**config.mk**
```make
export PLATFORM = sky130hd
export DESIGN_NAME = dict_top
export DESIGN_NICKNAME = d
export VERILOG_FILES = /design/src/hdl/dict_pkg.sv /design/src/hdl/dict_if.sv /design/src/hdl/dict_clkgen.sv /design/src/hdl/dict_decode.sv /design/src/hdl/dict_top.sv
export VERILOG_INCLUDE_DIRS = /design/src /design/src/hdl
export SDC_FILE = /design/constraint.sdc
export NUM_CORES = 1
export LEC_CHECK = 0
export ABC_AREA = 0
export BUFFER_PORTS_ARGS = -buffer_cell sky130_fd_sc_hd__buf_2
export CAP_MARGIN = 15
export CORE_UTILIZATION = 50
export DETAILED_ROUTE_END_ITERATION = 10
export PLACE_DENSITY_LB_ADDON = 0.1
export SETUP_SLACK_MARGIN = 0.02
export SKIP_LAST_GASP = 1
export SLEW_MARGIN = 40
export SYNTH_ARGS = -nofsm -noshare
export SYNTH_HDL_FRONTEND = slang
export SYNTH_SLANG_ARGS = --single-unit
export TNS_END_PERCENT = 10
```
**constraint.sdc**
```tcl
create_clock -name core_clk -period 1.85 [get_ports core_clk]
set_input_delay 0.37 -clock core_clk [delete_from_list [all_inputs] [get_ports core_clk]]
set_output_delay 0.37 -clock core_clk [all_outputs]
set_load 0.1 [all_outputs]
```
**src/hdl/dict_map.svh**
```systemverilog
// constants of the instruction timing block: counts, widths and clock figures
`ifndef DICT_MAP_SVH
`define DICT_MAP_SVH

// input clock figures
`define DICT_CORE_CLK_MHZ 20
`define DICT_CORE_CLK_NS  50

// pipeline depth, also the cost of a discontinuity without delay slots
`define DICT_PIPE_STAGES  4

// instruction word counts
`define DICT_W1 2'h1
`define DICT_W2 2'h2

// machine cycle counts
`define DICT_C1 3'h1
`define DICT_C2 3'h2
`define DICT_C3 3'h3

// reset values
`define DICT_HOLD_RST  3'h0
`define DICT_SYNC_RST  2'h0

`endif

```
**src/hdl/dict_pkg.sv**
```systemverilog
// types shared by the instruction timing modules
`default_nettype none
package dict_pkg;

   typedef enum logic [4:0] {
      OP_IDLE                      = 5'h00,
      OP_MINUS_PRODUCT_FROM_ACC    = 5'h01,
      OP_EXCLUSIVE_OR_ACC_BUFFER   = 5'h02,
      OP_ZERO_ACC_AND_PRODUCT      = 5'h03,
      OP_ZERO_PRODUCT_REG          = 5'h04,
      OP_SET_PRODUCT_SHIFT         = 5'h05,
      OP_MINUS_SHORT_IMM           = 5'h06,
      OP_CONDITIONAL_EXECUTE       = 5'h07,
      OP_SQUARE_ACCUMULATE         = 5'h08,
      OP_SQUARE_MINUS              = 5'h09,
      OP_MINUS_MEM                 = 5'h0A,
      OP_MINUS_WITH_BORROW         = 5'h0B,
      OP_CONDITIONAL_MINUS_STEP    = 5'h0C,
      OP_MINUS_SIGN_EXT_SUPPRESSED = 5'h0D,
      OP_MINUS_SHIFT_BY_TREG       = 5'h0E,
      OP_EXCLUSIVE_OR_MEM          = 5'h0F,
      OP_ZERO_LOAD_HIGH_ROUND      = 5'h10,
      OP_STORE_PRODUCT_HIGH        = 5'h11,
      OP_STORE_PRODUCT_LOW         = 5'h12,
      OP_STORE_STATUS              = 5'h13,
      OP_STORE_LONG_CONSTANT       = 5'h14,
      OP_MINUS_LONG_IMM            = 5'h15,
      OP_EXCLUSIVE_OR_LONG_IMM     = 5'h16,
      OP_TABLE_READ                = 5'h17,
      OP_TABLE_WRITE               = 5'h18,
      OP_SOFTWARE_TRAP             = 5'h19,
      OP_EXCLUSIVE_OR_INTO_DATA    = 5'h1A,
      OP_EXCLUSIVE_OR_INTO_DATA_LK = 5'h1B
   } dict_op_t;

   typedef struct packed {
      logic       known;
      logic [1:0] words;
      logic [2:0] cycles;
      logic       memRd;
      logic       memWr;
      logic       noRepeat;
      logic       pcBreak;
   } dict_info_t;

   typedef enum logic [1:0] {
      SEQ_IDLE = 2'b00,
      SEQ_HOLD = 2'b01
   } dict_seq_t;

   typedef struct packed {
      logic     valid;
      dict_op_t op;
   } dict_stage_t;

endpackage
`default_nettype wire

```
**src/hdl/dict_if.sv**
```systemverilog
// signals between the sequencer, the decoder and the clock generator
`timescale 1ns/1ps
`default_nettype none
interface dict_if;
   dict_pkg::dict_op_t   op;
   dict_pkg::dict_info_t info;
   logic                 div1;
   logic                 tick;
   logic                 tickNext;
   logic                 phase;

   modport decoder (input op, output info);
   modport clkgen  (input div1, output tick, tickNext, phase);
   modport core    (output op, div1, input info, tick, tickNext, phase);
endinterface
`default_nettype wire

```
**src/hdl/dict_clkgen.sv**
```systemverilog
// machine cycle strobe from the input clock, divide by two or by one
`timescale 1ns/1ps
`default_nettype none
module dict_clkgen (
   // clock and reset
   input  wire logic core_clk,
   input  wire logic reset_n,
   // strobe bus
   dict_if.clkgen    cg
);
   typedef struct packed {
      logic phase;
      logic tick;
   } dict_cg_t;

   dict_cg_t cg_reg;
   dict_cg_t cg_next;

   // phase starts at zero on every reset, so several parts share one alignment
   always_comb begin
      cg_next = cg_reg;
      if (cg.div1) begin
         cg_next.phase = 1'b0;
         cg_next.tick  = 1'b1;
      end else begin
         cg_next.phase = ~cg_reg.phase;
         cg_next.tick  = cg_reg.phase;
      end
   end

   always_ff @(posedge core_clk or negedge reset_n) begin
      if (!reset_n) begin
         cg_reg <= '0;
      end else begin
         cg_reg <= cg_next;
      end
   end

   assign cg.tick     = cg_reg.tick;
   assign cg.phase    = cg_reg.phase;
   assign cg.tickNext = cg_next.tick;
endmodule // dict_clkgen
`default_nettype wire

```
**src/hdl/dict_decode.sv**
```systemverilog
// instruction class lookup: words, machine cycles and operand use per instruction
`timescale 1ns/1ps
`default_nettype none
`include "dict_map.svh"
module dict_decode #(
   parameter logic [2:0] TRAP_CYCLES = 3'(`DICT_PIPE_STAGES)
) (
   // lookup
   dict_if.decoder dec
);
   dict_pkg::dict_info_t i;

   always_comb begin
      i = '0;
      i.known  = 1'b1;
      i.words  = `DICT_W1;
      i.cycles = `DICT_C1;
      case (dec.op)
         // plain one-word one-cycle operations without memory operand
         dict_pkg::OP_MINUS_PRODUCT_FROM_ACC,
         dict_pkg::OP_EXCLUSIVE_OR_ACC_BUFFER,
         dict_pkg::OP_ZERO_ACC_AND_PRODUCT,
         dict_pkg::OP_ZERO_PRODUCT_REG: begin
            i.known = 1'b1;
         end
         dict_pkg::OP_SET_PRODUCT_SHIFT,
         dict_pkg::OP_MINUS_SHORT_IMM,
         dict_pkg::OP_CONDITIONAL_EXECUTE: begin
            i.noRepeat = 1'b1;
         end
         dict_pkg::OP_SQUARE_ACCUMULATE,
         dict_pkg::OP_SQUARE_MINUS,
         dict_pkg::OP_MINUS_MEM,
         dict_pkg::OP_MINUS_WITH_BORROW,
         dict_pkg::OP_CONDITIONAL_MINUS_STEP,
         dict_pkg::OP_MINUS_SIGN_EXT_SUPPRESSED,
         dict_pkg::OP_MINUS_SHIFT_BY_TREG,
         dict_pkg::OP_EXCLUSIVE_OR_MEM,
         dict_pkg::OP_ZERO_LOAD_HIGH_ROUND: begin
            i.memRd = 1'b1;
         end
         dict_pkg::OP_STORE_PRODUCT_HIGH,
         dict_pkg::OP_STORE_PRODUCT_LOW,
         dict_pkg::OP_STORE_STATUS: begin
            i.memWr = 1'b1;
         end
         dict_pkg::OP_STORE_LONG_CONSTANT: begin
            i.words    = `DICT_W2;
            i.cycles   = `DICT_C2;
            i.memWr    = 1'b1;
            i.noRepeat = 1'b1;
         end
         dict_pkg::OP_MINUS_LONG_IMM,
         dict_pkg::OP_EXCLUSIVE_OR_LONG_IMM: begin
            i.words    = `DICT_W2;
            i.cycles   = `DICT_C2;
            i.noRepeat = 1'b1;
         end
         // table read lands in data memory, table write reads it
         dict_pkg::OP_TABLE_READ: begin
            i.cycles = `DICT_C3;
            i.memWr  = 1'b1;
         end
         dict_pkg::OP_TABLE_WRITE: begin
            i.cycles = `DICT_C3;
            i.memRd  = 1'b1;
         end
         dict_pkg::OP_SOFTWARE_TRAP: begin
            i.cycles   = TRAP_CYCLES;
            i.noRepeat = 1'b1;
            i.pcBreak  = 1'b1;
         end
         dict_pkg::OP_EXCLUSIVE_OR_INTO_DATA: begin
            i.memRd = 1'b1;
            i.memWr = 1'b1;
         end
         dict_pkg::OP_EXCLUSIVE_OR_INTO_DATA_LK: begin
            i.words  = `DICT_W2;
            i.cycles = `DICT_C2;
            i.memRd  = 1'b1;
            i.memWr  = 1'b1;
         end
         // unknown codes still take a slot so the fetch path never hangs
         default: begin
            i.known = 1'b0;
         end
      endcase
   end

   assign dec.info = i;
endmodule // dict_decode
`default_nettype wire

```
**src/hdl/dict_top.sv**
```systemverilog
// instruction issue sequencer with four-stage pipeline tracking and machine clock
// Notes on behaviour
// - instructions move through a pipeline four stages deep; discontinuity costs four
// - default mode: one machine cycle per two input clocks, two phases
// - optional mode: machine cycle rate equals input clock rate
// - reset sets the divider phase, so parts align without a sync input
// - accumulator/product/buffer ops without memory: one word, one cycle
// - product shift, short subtract, conditional execute: one word, one cycle, no repeat
// - single memory read ops: one word, one cycle
// - single memory write stores: one word, one cycle
// - long constant store: two words, two cycles, not repeatable
// - long immediate subtract and xor: two words, two cycles, no memory, no repeat
// - table read: one word, three cycles
// - table write: one word, three cycles
// - software trap: one word, four cycles, discontinuity, not repeatable
// - short xor into data: read and write, one word, one cycle
// - long xor into data: read and write, two words, two cycles
`timescale 1ns/1ps
`default_nettype none
`include "dict_map.svh"
module dict_top #(
   parameter int STAGES = `DICT_PIPE_STAGES
) (
   // clock and reset
   input  wire logic                 core_clk,
   input  wire logic                 reset_n,
   // clock mode pin, high selects divide by one
   input  wire logic                 clkDivOnePin,
   // fetch path
   input  wire logic                 instrValid,
   input  wire dict_pkg::dict_op_t   instrOp,
   input  wire logic                 repeatPending,
   output logic                      instrReady,
   // machine clock
   output logic                      machTick,
   output logic                      machPhase,
   // issue report
   output logic                      issuePulse,
   output logic [1:0]                issueWords,
   output logic [2:0]                issueCycles,
   output logic                      memReadStrobe,
   output logic                      memWriteStrobe,
   output logic                      pcBreakPulse,
   output logic                      repeatFault,
   output logic                      unknownOp,
   // pipeline view
   output logic [STAGES-1:0]         stageValid,
   output dict_pkg::dict_op_t        execOp
);
   // the hold counter is three bits wide, so the trap cost cannot exceed seven
   if (STAGES < 2 || STAGES > 7) begin : g_bad_stages
      $error("dict_top: STAGES must lie between 2 and 7");
   end

   typedef struct packed {
      dict_pkg::dict_seq_t               seq;
      logic [2:0]                        hold;
      logic                              ready;
      logic                              issue;
      logic [1:0]                        words;
      logic [2:0]                        cycles;
      logic                              memRd;
      logic                              memWr;
      logic                              pcBreak;
      logic                              repFault;
      logic                              unknown;
      logic [1:0]                        modeSync;
      dict_pkg::dict_stage_t [STAGES-1:0] pipe;
   } dict_core_t;

   dict_core_t st_reg;
   dict_core_t st_next;
   logic       take;

   dict_if bus ();

   dict_decode #(
      .TRAP_CYCLES (3'(STAGES))
   ) u_decode (
      .dec (bus.decoder)
   );

   dict_clkgen u_clkgen (
      .core_clk (core_clk),
      .reset_n  (reset_n),
      .cg       (bus.clkgen)
   );

   assign bus.op   = instrOp;
   assign bus.div1 = st_reg.modeSync[1];
   // ready is only raised for an edge that ends a machine cycle
   assign take     = st_reg.ready && instrValid;

   always_comb begin
      st_next          = st_reg;
      st_next.issue    = 1'b0;
      st_next.memRd    = 1'b0;
      st_next.memWr    = 1'b0;
      st_next.pcBreak  = 1'b0;
      st_next.repFault = 1'b0;
      st_next.unknown  = 1'b0;
      st_next.modeSync = {st_reg.modeSync[0], clkDivOnePin};
      if (bus.tick) begin
         for (int k = STAGES - 1; k > 0; k--) begin
            st_next.pipe[k] = st_reg.pipe[k-1];
         end
         st_next.pipe[0].valid = take;
         st_next.pipe[0].op    = take ? instrOp : dict_pkg::OP_IDLE;
         case (st_reg.seq)
            dict_pkg::SEQ_IDLE: begin
               if (take) begin
                  st_next.issue    = 1'b1;
                  st_next.words    = bus.info.words;
                  st_next.cycles   = bus.info.cycles;
                  st_next.memRd    = bus.info.memRd;
                  st_next.memWr    = bus.info.memWr;
                  st_next.pcBreak  = bus.info.pcBreak;
                  st_next.unknown  = ~bus.info.known;
                  // executes once; the repeat count is left to the core
                  st_next.repFault = bus.info.noRepeat && repeatPending;
                  if (bus.info.cycles > `DICT_C1) begin
                     st_next.seq  = dict_pkg::SEQ_HOLD;
                     st_next.hold = bus.info.cycles - `DICT_C1;
                  end
               end
            end
            dict_pkg::SEQ_HOLD: begin
               st_next.hold = st_reg.hold - `DICT_C1;
               if (st_reg.hold == `DICT_C1) begin
                  st_next.seq = dict_pkg::SEQ_IDLE;
               end
            end
            default: begin
               st_next.seq  = dict_pkg::SEQ_IDLE;
               st_next.hold = `DICT_HOLD_RST;
            end
         endcase
      end
      st_next.ready = (st_next.seq == dict_pkg::SEQ_IDLE) && bus.tickNext;
   end

   always_ff @(posedge core_clk or negedge reset_n) begin
      if (!reset_n) begin
         st_reg          <= '0;
         st_reg.seq      <= dict_pkg::SEQ_IDLE;
         st_reg.hold     <= `DICT_HOLD_RST;
         st_reg.modeSync <= `DICT_SYNC_RST;
      end else begin
         st_reg <= st_next;
      end
   end

   assign instrReady     = st_reg.ready;
   assign machTick       = bus.tick;
   assign machPhase      = bus.phase;
   assign issuePulse     = st_reg.issue;
   assign issueWords     = st_reg.words;
   assign issueCycles    = st_reg.cycles;
   assign memReadStrobe  = st_reg.memRd;
   assign memWriteStrobe = st_reg.memWr;
   assign pcBreakPulse   = st_reg.pcBreak;
   assign repeatFault    = st_reg.repFault;
   assign unknownOp      = st_reg.unknown;
   assign execOp         = st_reg.pipe[STAGES-1].op;

   for (genvar g = 0; g < STAGES; g++) begin : g_stage
      assign stageValid[g] = st_reg.pipe[g].valid;
   end

   // checks: helper counts edges since reset release
   logic [1:0] relCnt;
   always_ff @(posedge core_clk or negedge reset_n) begin
      if (!reset_n) begin
         relCnt <= 2'h0;
      end else if (relCnt != 2'h3) begin
         relCnt <= relCnt + 2'h1;
      end
   end
endmodule // dict_top
`default_nettype wire

```
==> impl_summary.md <==
Logic synthesis
The sequential fraction of the synthesis area is 53.99%. The netlist area before placement is 2086 um2. The number of warnings issued by yosys is 0. The number of nets handed over by synthesis was 196. The unique cell type count in the Yosys netlist is 45. Summing the areas of all xor and xnor instances in the mapped netlist gives 0.4199% of the synthesized area. A synthesized cell averages 11.46 um2. The number of instances in the synthesized netlist is 182. Yosys mapped a number of flops with a built-in enable equal to 0. The complex-gate fraction of the synthesized area is 9.838%. Counting flops and latches in the post-synthesis netlist gives 45. The dominant combinational cell family by area after synthesis is simple AND/OR/NAND/NOR gates. The adder-cell share of the synthesized area is 2.400%. For this run, asynchronously set or reset flops after synthesis account for 100.0%. Among all flip-flop cells after synthesis, the most frequent one is sky130_fd_sc_hd__dfrtp_1. Of the total synthesized cell area, the portion taken by AND, OR, NAND and NOR gates is 12.12%. Multiplexer cells account for 11.88% of the synthesized area.

Worst setup path
At the worst endpoint, the arrival time is 1.87 ns. Across all register-to-register paths, the minimum setup slack is 0.25 ns. STA classifies the critical path endpoint as a flop. STA classifies the critical path startpoint as a primary input. The data required time at the worst endpoint is 2.03 ns. The startpoint-to-endpoint class of the critical path is primary input to flop.

The worst-path maximum fanout is 5.

Global route
The met1 usage is 24.39%. Entering global routing, the biggest net connects 30 pins. Global routing consumed, on the met2 layer, 26.52% of the routing resources. The global routing stage identified its most utilized layer as met2.

The number of global-route vias before repair is 1244. The number of antenna violations at the first check in global routing was 0. The first global-routing pass estimated 5830 um of wire. The total routing resource utilization after global routing is 18.05%. Global routing used 6.507% of the available met3 tracks.

Global routing finished with a remaining overflow of 0.

STA
The minimum hold slack is -0.005403 ns. Setup repair after global routing left no endpoint under its margin. The number of hold violations in the final report came to 15. The final-report setup violation count is 0. The headroom to the max-slew limit is 67.59%. The setup skew after layout is 0.01153 ns.

The final max-slew violation count came to 0. The final period demand of the worst path is 1.696 ns. The post-route fraction of the period consumed by the critical path is 91.67%. The summed negative setup slack over all endpoints is 0 ns. Based on the critical path, the design can be clocked at up to 589.6 MHz. Setup slack closes at 0.1540 ns. The actual transition at the worst max-transition pin is 0.4895 ns.

Clock tree
The clock insertion delay at the later pin of the skew report is 0.30 ns. No sink is reached through more buffers than the 2 on the longest clock path. The clock slew at the register clock pins of the worst setup and hold paths is 0.08 ns. After clock tree synthesis, the setup repair step added 0 buffers. TritonCTS created 5 clock buffers. The number of clock sinks seen by CTS is 45. The H-tree was split into 2 levels. In this run the clock root is driven by a sky130_fd_sc_hd__clkbuf_8. The TritonCTS clock tree is done.

Cells and area
For this run, the number of standard cells in the final layout without fillers is 264. The count of inserted antenna diode cells is 0. The count of nets after finishing is 227. The number of fill cells is 358. The register with the most flip-flops in the layout has 20 of them. The fraction of layout cells with a size suffix above 1 is 38.32%. The library cell used most frequently in the layout, excluding fill and tap cells, is sky130_fd_sc_hd__dfrtp_1.

The area growth from synthesis to layout is 15.60%. Leaving out fill and tap cells, the most frequent cells in the layout are 43 x sky130_fd_sc_hd__dfrtp_1, 31 x sky130_fd_sc_hd__buf_2, 19 x sky130_fd_sc_hd__mux2_2, 13 x sky130_fd_sc_hd__buf_4, 12 x sky130_fd_sc_hd__inv_1.

Place
The total half-perimeter wirelength after legalization and detailed placement is 2618 um. The worst slack after detailed placement is -0.1888 ns. After detailed placement, the design holds a cell count of 256. The number of I/O port buffers is 32. The final weighted congestion in routability-driven placement is 0.8256.

Floorplan
The number of primary I/O pins is 33. The starting density of the core is 52.14%. The horizontal die dimension is 66.59 um.

The vertical extent of the die is 66.59 um. The floorplan step defined a die boundary enclosing 4434 um2. In this run the standard cell core region covers 4000 um2. The row count is 23.

Outcome
The final reports fail on negative hold slack. The run finished, with violations left.

Routing
The total via count after detailed routing is 1369. The first-iteration detailed-routing DRC count is 84. In the routed layout, each cell is associated on average with a via count of 5.186. The final layout contains routed wiring with a total length of 3531 um.

The detailed-router iteration count before antenna repair is 6. Once detail routing completed, the nets flagged for antenna violations numbered 0. The routed wirelength normalized by instance count is 13.38 um. The remaining routing DRC violations is 0.

Power
The total chip power is 3407 uW. The leakage power summed over all cells is 0.001205 uW. VDD sags by at most 0.6973 mV.

For this design the ratio of total power to cell area is 1413 nW/um2.

Min path
The type of the tightest min-delay check is primary input to async pin.

Flow run
The number of max-cap violations is 0.
[area by class of cell]
cell class                 instances  area, um2  share of cell area, %
timing repair buffer              46      292.8                  12.14
inverter                          13      48.80                  2.024
tap                               50      62.56                  2.595
sequential                        45       1129                  46.81
multi-input combinational        102      767.0                  31.81
clock buffer                       6      72.57                  3.010
clock inverter                     2      38.79                  1.609
[metrics by stage]
stage | util, % | cell area, um2
after CTS | 60.21 | 2409
after global routing | 60.28 | 2411
after global placement | 57.43 | 2297
after detailed placement | 57.43 | 2297
final | 60.28 | 2411
after floorplan | - | 2088
[final timing paths]
check	startpoint	end	cells after the start
worst max-delay path	instrOp[0]	st_reg[39]	8
worst min-delay path	reset_n	issueCycles[0]	1
worst max register to register	u_clkgen.cg.tick	issueCycles[0]	4
worst min register to register	st_next[25]	bus.div1	0
max in group asynchronous	reset_n	stageValid[1]	2
min in group core_clk	clkDivOnePin	st_next[25]	1
[per-layer routing]
layer  vias to the layer above  share of wire (%)
met2                        27                 45
li1                        671                  -
met4                         0               0.76
met5                         -                  0
met3                         4                4.5
met1                       667                 50
[Yosys cell counts (2+ instances only)]
| library cell | instances | share of area [%] |
|---|---|---|
| sky130_fd_sc_hd__a21o_1 | 2 | 0.72 |
| sky130_fd_sc_hd__a21oi_1 | 4 | 0.96 |
| sky130_fd_sc_hd__a2bb2oi_1 | 2 | 0.84 |
| sky130_fd_sc_hd__and3_1 | 2 | 0.60 |
| sky130_fd_sc_hd__buf_2 | 6 | 1.4 |
| sky130_fd_sc_hd__buf_4 | 15 | 5.4 |
| sky130_fd_sc_hd__dfrtp_1 | 45 | 54 |
| sky130_fd_sc_hd__ha_1 | 4 | 2.4 |
| sky130_fd_sc_hd__inv_1 | 12 | 2.2 |
| sky130_fd_sc_hd__mux2_2 | 19 | 10 |
| sky130_fd_sc_hd__mux2i_1 | 2 | 0.96 |
| sky130_fd_sc_hd__nand2_1 | 11 | 2.0 |
| sky130_fd_sc_hd__nand2b_1 | 2 | 0.60 |
| sky130_fd_sc_hd__nand3_1 | 5 | 1.2 |
| sky130_fd_sc_hd__nor2_1 | 7 | 1.3 |
| sky130_fd_sc_hd__nor2b_1 | 5 | 1.5 |
| sky130_fd_sc_hd__o21ai_0 | 9 | 2.2 |
| sky130_fd_sc_hd__o22ai_1 | 3 | 0.90 |
[power by group]
| group | switching, uW | internal, uW | leakage (uW) |
|---|---|---|---|
| combinational | 1040 | 345 | 0.000568 |
| clock | 317 | 405 | 0.0000554 |
| sequential | 121 | 1170 | 0.000582 |
| total | 1480 | 1920 | 0.00120 |
[cells by family after synthesis]
group	count (synthesis)
adders and majority gates	4
xor gates and xnor gates	1
DFF	45
muxes	22
AOI/OAI and AO/OA	30
buffers and inverters	35
and+or+nand+nor	45
[critical path: stages]
cell,delay (ns)
sky130_fd_sc_hd__buf_2,0.13
sky130_fd_sc_hd__or2_1,0.26
sky130_fd_sc_hd__a21oi_1,0.14
sky130_fd_sc_hd__o21ai_0,0.12
sky130_fd_sc_hd__ha_2,0.22
sky130_fd_sc_hd__o21ai_0,0.17
sky130_fd_sc_hd__o21ai_1,0.10
sky130_fd_sc_hd__a221o_1,0.36
[repair_timing]
action / CTS / global route
hold buffers: 0 / 0
gates resized for setup: 0 / 1
setup endpoints to repair: 0 / 1
No activity file was read; power rests on OpenSTA's default activity.
